==> src/copro_port_pkg.sv <==
// Constants and types shared by the coprocessor handshake port
package copro_port_pkg;
  localparam int DATA_W = 32;
  localparam int INSTR_W = 26;
  localparam int CLASS_HI = 27;
  localparam int CLASS_LO = 25;
  localparam logic [2:0] COPRO_CLASS = 3'h7;
  localparam logic [1:0] NON_COPRO_TAG = 2'h3;
  localparam logic [INSTR_W-1:0] INSTR_IDLE = 26'h0000000;
  localparam logic [DATA_W-1:0] DATA_RESET = 32'h00000000;
  localparam logic PRIV_HIGH = 1'h1;
  localparam logic PRIV_LOW = 1'h0;
  typedef enum logic [3:0] {
    EX_IDLE = 4'h1,
    EX_RUN = 4'h2,
    EX_WAIT = 4'h4,
    EX_DONE = 4'h8
  } exec_state_t;
endpackage

==> src/coprocessor_handshake_port.sv <==
// Processor-side coprocessor handshake port
module coprocessor_handshake_port
  import copro_port_pkg::*;
(
  input wire logic clk,
  input wire logic rst_n,
  input wire logic coreDecodeValid,
  input wire logic [DATA_W-1:0] coreDecodeInstr,
  input wire logic corePrivileged,
  input wire logic coreExecuteValid,
  input wire logic coreCondPass,
  input wire logic coreInterlock,
  input wire logic [DATA_W-1:0] coreMoveToData,
  input wire logic memStall,
  input wire logic decode_reject_input,
  input wire logic execute_reject_input,
  input wire logic decode_wait_request,
  input wire logic execute_wait_continue,
  input wire logic [DATA_W-1:0] copro_data_bus_in,
  output logic [DATA_W-1:0] copro_data_bus_out,
  output logic copro_data_bus_oe,
  output logic [INSTR_W-1:0] copro_instr_bits,
  output logic decode_entry_flag,
  output logic execute_entry_flag,
  output logic commit_flag,
  output logic commitStrobe,
  output logic bounceStrobe,
  output logic pipelineHold,
  output logic privilege_level_output,
  output logic [DATA_W-1:0] virtual_addr_bus,
  output logic [DATA_W-1:0] moveFromData,
  output logic internalRun
);

  exec_state_t state;
  exec_state_t next_state;
  logic stallSync1;
  logic stallSync2;
  logic run;
  logic entryWait;
  logic entryBounce;
  logic isCopro;

  // Stall gate is a memory-system pin, so it is synchronised first
  always_ff @(posedge clk) begin
    if (!rst_n) begin
      stallSync1 <= 1'b0;
      stallSync2 <= 1'b0;
    end else begin
      stallSync1 <= memStall;
      stallSync2 <= stallSync1;
    end
  end

  // A held internal clock is modelled as the pipeline not advancing
  assign run = !stallSync2;

  always_ff @(posedge clk) begin
    if (!rst_n) begin
      internalRun <= 1'b0;
    end else begin
      internalRun <= run;
    end
  end

  assign isCopro = (coreDecodeInstr[CLASS_HI:CLASS_LO] == COPRO_CLASS);

  // Decode-side broadcast; idle bits are zero, a non-coprocessor instruction sends NON_COPRO_TAG over zero bits
  always_ff @(posedge clk) begin
    if (!rst_n) begin
      copro_instr_bits <= INSTR_IDLE;
      decode_entry_flag <= 1'b0;
      privilege_level_output <= PRIV_LOW;
    end else if (run) begin
      decode_entry_flag <= coreDecodeValid;
      privilege_level_output <= coreDecodeValid ? corePrivileged : PRIV_LOW;
      if (!coreDecodeValid) begin
        copro_instr_bits <= INSTR_IDLE;
      end else if (isCopro) begin
        copro_instr_bits <= coreDecodeInstr[INSTR_W-1:0];
      end else begin
        copro_instr_bits <= {NON_COPRO_TAG, 24'h000000};
      end
    end
  end

  // Execute entry and the hold warning
  always_ff @(posedge clk) begin
    if (!rst_n) begin
      execute_entry_flag <= 1'b0;
      pipelineHold <= 1'b0;
    end else if (run) begin
      execute_entry_flag <= coreExecuteValid;
      pipelineHold <= coreInterlock;
    end
  end

  // Answers seen while the instruction sat in decode are latched at entry
  always_ff @(posedge clk) begin
    if (!rst_n) begin
      entryWait <= 1'b0;
      entryBounce <= 1'b0;
    end else if (run && coreExecuteValid) begin
      entryWait <= decode_wait_request;
      entryBounce <= decode_reject_input;
    end
  end

  always_comb begin
    next_state = state;
    case (state)
      EX_IDLE: begin
        if (coreExecuteValid) begin
          next_state = EX_RUN;
        end
      end
      EX_RUN: begin
        if (pipelineHold) begin
          next_state = EX_RUN;
        end else if (entryWait && !entryBounce) begin
          next_state = EX_WAIT;
        end else begin
          next_state = EX_DONE;
        end
      end
      EX_WAIT: begin
        if (execute_reject_input || !execute_wait_continue) begin
          next_state = EX_DONE;
        end
      end
      EX_DONE: begin
        next_state = coreExecuteValid ? EX_RUN : EX_IDLE;
      end
      default: begin
        next_state = EX_IDLE;
      end
    endcase
  end

  always_ff @(posedge clk) begin
    if (!rst_n) begin
      state <= EX_IDLE;
    end else if (run) begin
      state <= next_state;
    end
  end

  // Commit decision; a bounce always cancels so the coprocessor keeps its state
  always_ff @(posedge clk) begin
    if (!rst_n) begin
      commit_flag <= 1'b0;
      commitStrobe <= 1'b0;
      bounceStrobe <= 1'b0;
    end else if (run) begin
      commitStrobe <= 1'b0;
      bounceStrobe <= 1'b0;
      if (state == EX_RUN && !pipelineHold && !(entryWait && !entryBounce)) begin
        commit_flag <= coreCondPass && !entryBounce;
        commitStrobe <= 1'b1;
        bounceStrobe <= entryBounce;
      end else if (state == EX_WAIT && (execute_reject_input || !execute_wait_continue)) begin
        commit_flag <= coreCondPass && !execute_reject_input;
        commitStrobe <= 1'b1;
        bounceStrobe <= execute_reject_input;
      end
    end else begin
      commitStrobe <= 1'b0;
      bounceStrobe <= 1'b0;
    end
  end

  // Move-to data rides the address bus; the data bus stays an input
  always_ff @(posedge clk) begin
    if (!rst_n) begin
      virtual_addr_bus <= DATA_RESET;
      copro_data_bus_out <= DATA_RESET;
      copro_data_bus_oe <= 1'b0;
      moveFromData <= DATA_RESET;
    end else if (run) begin
      virtual_addr_bus <= coreMoveToData;
      copro_data_bus_out <= DATA_RESET;
      copro_data_bus_oe <= 1'b0;
      if (state == EX_RUN && !pipelineHold) begin
        moveFromData <= copro_data_bus_in;
      end
    end
  end
endmodule

==> config.mk <==
export PLATFORM = sky130hd
export DESIGN_NAME = coprocessor_handshake_port
export DESIGN_NICKNAME = d
export VERILOG_FILES = /design/src/copro_port_pkg.sv /design/src/coprocessor_handshake_port.sv
export SDC_FILE = /design/constraint.sdc
export NUM_CORES = 1
export LEC_CHECK = 0
export ABC_AREA = 1
export BUFFER_PORTS_ARGS = -buffer_cell sky130_fd_sc_hd__buf_2
export CAP_MARGIN = 20
export CELL_PAD_IN_SITES_DETAIL_PLACEMENT = 1
export CELL_PAD_IN_SITES_GLOBAL_PLACEMENT = 1
export CORE_MARGIN = 10
export CORE_UTILIZATION = 30
export CTS_CLUSTER_DIAMETER = 80
export DETAILED_ROUTE_END_ITERATION = 10
export PLACE_DENSITY_LB_ADDON = 0.1
export SYNTH_ARGS = -nofsm -noshare
export SYNTH_HDL_FRONTEND = slang
export SYNTH_SLANG_ARGS = --single-unit
==> constraint.sdc <==
create_clock -name clk -period 1.3 [get_ports clk]
set_input_delay 0.13 -clock clk [delete_from_list [all_inputs] [get_ports clk]]
set_output_delay 0.13 -clock clk [all_outputs]
set_load 0.005 [all_outputs]
==> impl_metrics.json <==
{
  "cts_max_level": 3,
  "cts-root-buf": "clkbuf_16",
  "grt_usage_pct": 14.5,
  "slew_viol_final": 0,
  "crit_type": "register to register",
  "setup_tns_ns": 0,
  "finalHoldViolCount": 0,
  "cts_tree": "yes",
  "powerDensity_nw_per_um2": 1390,
  "syn_to_final_growth_pct": 36.4,
  "antenna_found_initial": 0,
  "cts.path.max_buffers": 2,
  "path_clk_slew_ns": 0.07,
  "holdPathEnd": "entryWait",
  "grt_max_degree": 45,
  "critPathLaunchType": "register",
  "dieArea_sq_um": 18700,
  "synth_most_common_cell": "dfxtp_1",
  "io_buffers": 201,
  "final_antenna_net_count": 0,
  "drtPass1Iterations": 4,
  "die_h_um": 137,
  "ir_worst_vdd_v": 0.000759,
  "clock_latency_ns": 0.34,
  "post-route-min-period_ns": 1.26,
  "drive_gt1_share_pct": 36.7,
  "antenna_cells": 0,
  "synth_area_per_cell_sq_um": 8.15,
  "core_sq_um": 13300,
  "dieWidth_um": 137,
  "rr_startpoint": "state[0]",
  "multi_input_area_sq_um": 1550,
  "worstPathRequired_ns": 1.54,
  "grt-ovfl-total": 0,
  "outcome": "finished, final reports clean",
  "gp_congestion": 0.844,
  "holdCritStartpoint": "decode_wait_request",
  "async_flop_share_pct": 0,
  "place_hpwl_um": 10900,
  "synthXorXnorAreaFrac_pct": 0,
  "synth.largest_area_cell": "dfxtp_1",
  "wl_um": 14100,
  "io_pins": 239,
  "yosys_warnings": 0,
  "start_util_pct": 30.8,
  "hold_slack_ns": 0.0224,
  "timing.final.crit_share_pct": 96.9,
  "rrSetupSlack_ns": 0.04,
  "rr_endpoint": "commit_flag",
  "nFillCells": 1683,
  "rsz0062_at_grt": "true",
  "synth_top_family_by_area": "compound AO/OA/AOI/OAI gates",
  "cts_inserted_buffers": 9,
  "place_ws_ns": -0.0266,
  "ys_seq_area_share_pct": 51.8,
  "critPathCaptureType": "register",
  "holdPathStages": 3,
  "viasPerCell": 4.40,
  "cap_violations": 0,
  "rr_worst_depth": 9,
  "synth_flop_cell": "dfxtp_1",
  "synth.top_cells.by_area": "dfxtp_1, nor2_1, buf_4, a21oi_1, o21ai_0",
  "synthCells": 503,
  "synth_top_area_share_pct": 51.8,
  "ys_ff_latch": 106,
  "hold_path_class": "primary input to register",
  "synth_common_cells": "dfxtp_1, nor2_1, inv_1, a21oi_1, o21ai_0",
  "synth-edff-count": 0,
  "rows": 42,
  "layout.nets": 810,
  "leakage_nw": 2.77,
  "drt_iter0_markers": 180,
  "route.detailed.wl_per_inst_um": 16.0,
  "grt_pass1_wl_um": 21700,
  "grt_pass1_vias": 4019,
  "skew_ns": 0.00561,
  "synth_cell_types": 24,
  "synthSimpleGateAreaFrac_pct": 14.7,
  "arrival_ns": 1.50,
  "drc": 0,
  "synth_mux_area_share_pct": 0,
  "final.setup.worst_slack_ns": 0.0399,
  "synth_compound_gate_area_share_pct": 18.8,
  "cts.sinks": 106,
  "cp_max_fo": 5,
  "register_area_sq_um": 2130,
  "setup_viol": 0,
  "fmax_mhz": 794,
  "synth_fa_ha_area_share_pct": 0,
  "vias": 3881,
  "synth_area_sq_um": 4100
}
## power by group
| group | internal [mW] | leakage (nW) | switching (mW) |
|---|---|---|---|
| Sequential | 3.54 | 0.869 | 0.164 |
| Combinational | 0.665 | 1.77 | 0.837 |
| Clock | 1.39 | 0.132 | 1.15 |
## worst max-delay path by stage
stage,slack [ns],start,end,cells past startpoint
after global placement,0.004,state[1],moveFromData[2],6
after global routing,-0.04,state[3],commit_flag,9
after floorplan,0.13,state[2],moveFromData[23],7
final,0.04,state[0],commit_flag,9
after CTS,-0.01,state[2],moveFromData[16],6
after detailed placement,-0.03,state[0],moveFromData[31],7
## logic make-up (layout without fill, tap and decap cells)
| logic type | after synthesis | after routing |
|---|---|---|
| compound gates | 139 | 139 |
| buf+inv | 111 | 282 |
| flops | 106 | 106 |
| simple gates | 146 | 146 |
| other cells | 1 | 33 |
## sequential cells by signal, indices dropped and copies added, names as in the netlist, 4 cells and up
signal,count
state,4
virtual_addr_bus,32
copro_instr_bits,26
moveFromData,32
## critical path, cell delays in order, from the launching register on
cell and delay [ns]:
dfxtp_2 0.35, inv_2 0.06, nand2_2 0.06, nor2_4 0.14, buf_4 0.15, nand2_2 0.08
a21oi_4 0.17, nand2_1 0.07, nand2_1 0.05, nor2_1 0.04
## per-stage QoR
| stage | total power, mW | instances | utilization (%) | area [sq um] |
|---|---|---|---|---|
| CTS | 7.80 | 881 | 41.5 | 5520 |
| floorplan | 4.58 | 535 | - | 4220 |
| finish | 7.75 | 882 | 42.0 | 5590 |
| global route | 8.25 | 882 | 42.0 | 5590 |
| detailed placement | 5.14 | 863 | 39.0 | 5190 |
| global placement | 5.08 | 863 | 39.0 | 5190 |
## metal layers
metal | part of all wire, % | wire length [um] | track usage, %
met5 | 0 | 0 | 0
met1 | 39 | 5550 | 16.1
met4 | 1.4 | 200 | 5.15
met2 | 50 | 6990 | 24.6
met3 | 9.6 | 1360 | 5.87
## area by class of cell
cell class	count	share of cell area, %
Clock buffer	13	4.66
Clock inverter	2	0.224
Inverter	49	3.29
Multi-Input combinational cell	318	27.7
Sequential cell	106	38.1
Tap cell	176	3.94
Timing Repair Buffer	218	22.1
## layout by cell type, fill, tap and decap left out, drive strengths merged
cell type,instances
a21oi,45
a22oi,24
buf,217
clkbuf,13
clkinv,2
clkinvlp,1
conb,33
dfxtp,106
dlygate4sd3,1
inv,48
nand2,34
nand3,9
nand4,3
nor2,100
o21ai,70
## what timing repair did
action / in CTS / in global routing
cloned: 1 / 0
setup endpoints to repair: 9 / 38
hold buffers: 1 / 0
gates resized for setup: 1 / 23
buffers inserted: 1 / 1
endpoints found under the hold margin: 1 / 0
pin swaps: 1 / 4
No activity file was read; power rests on OpenSTA's default activity.
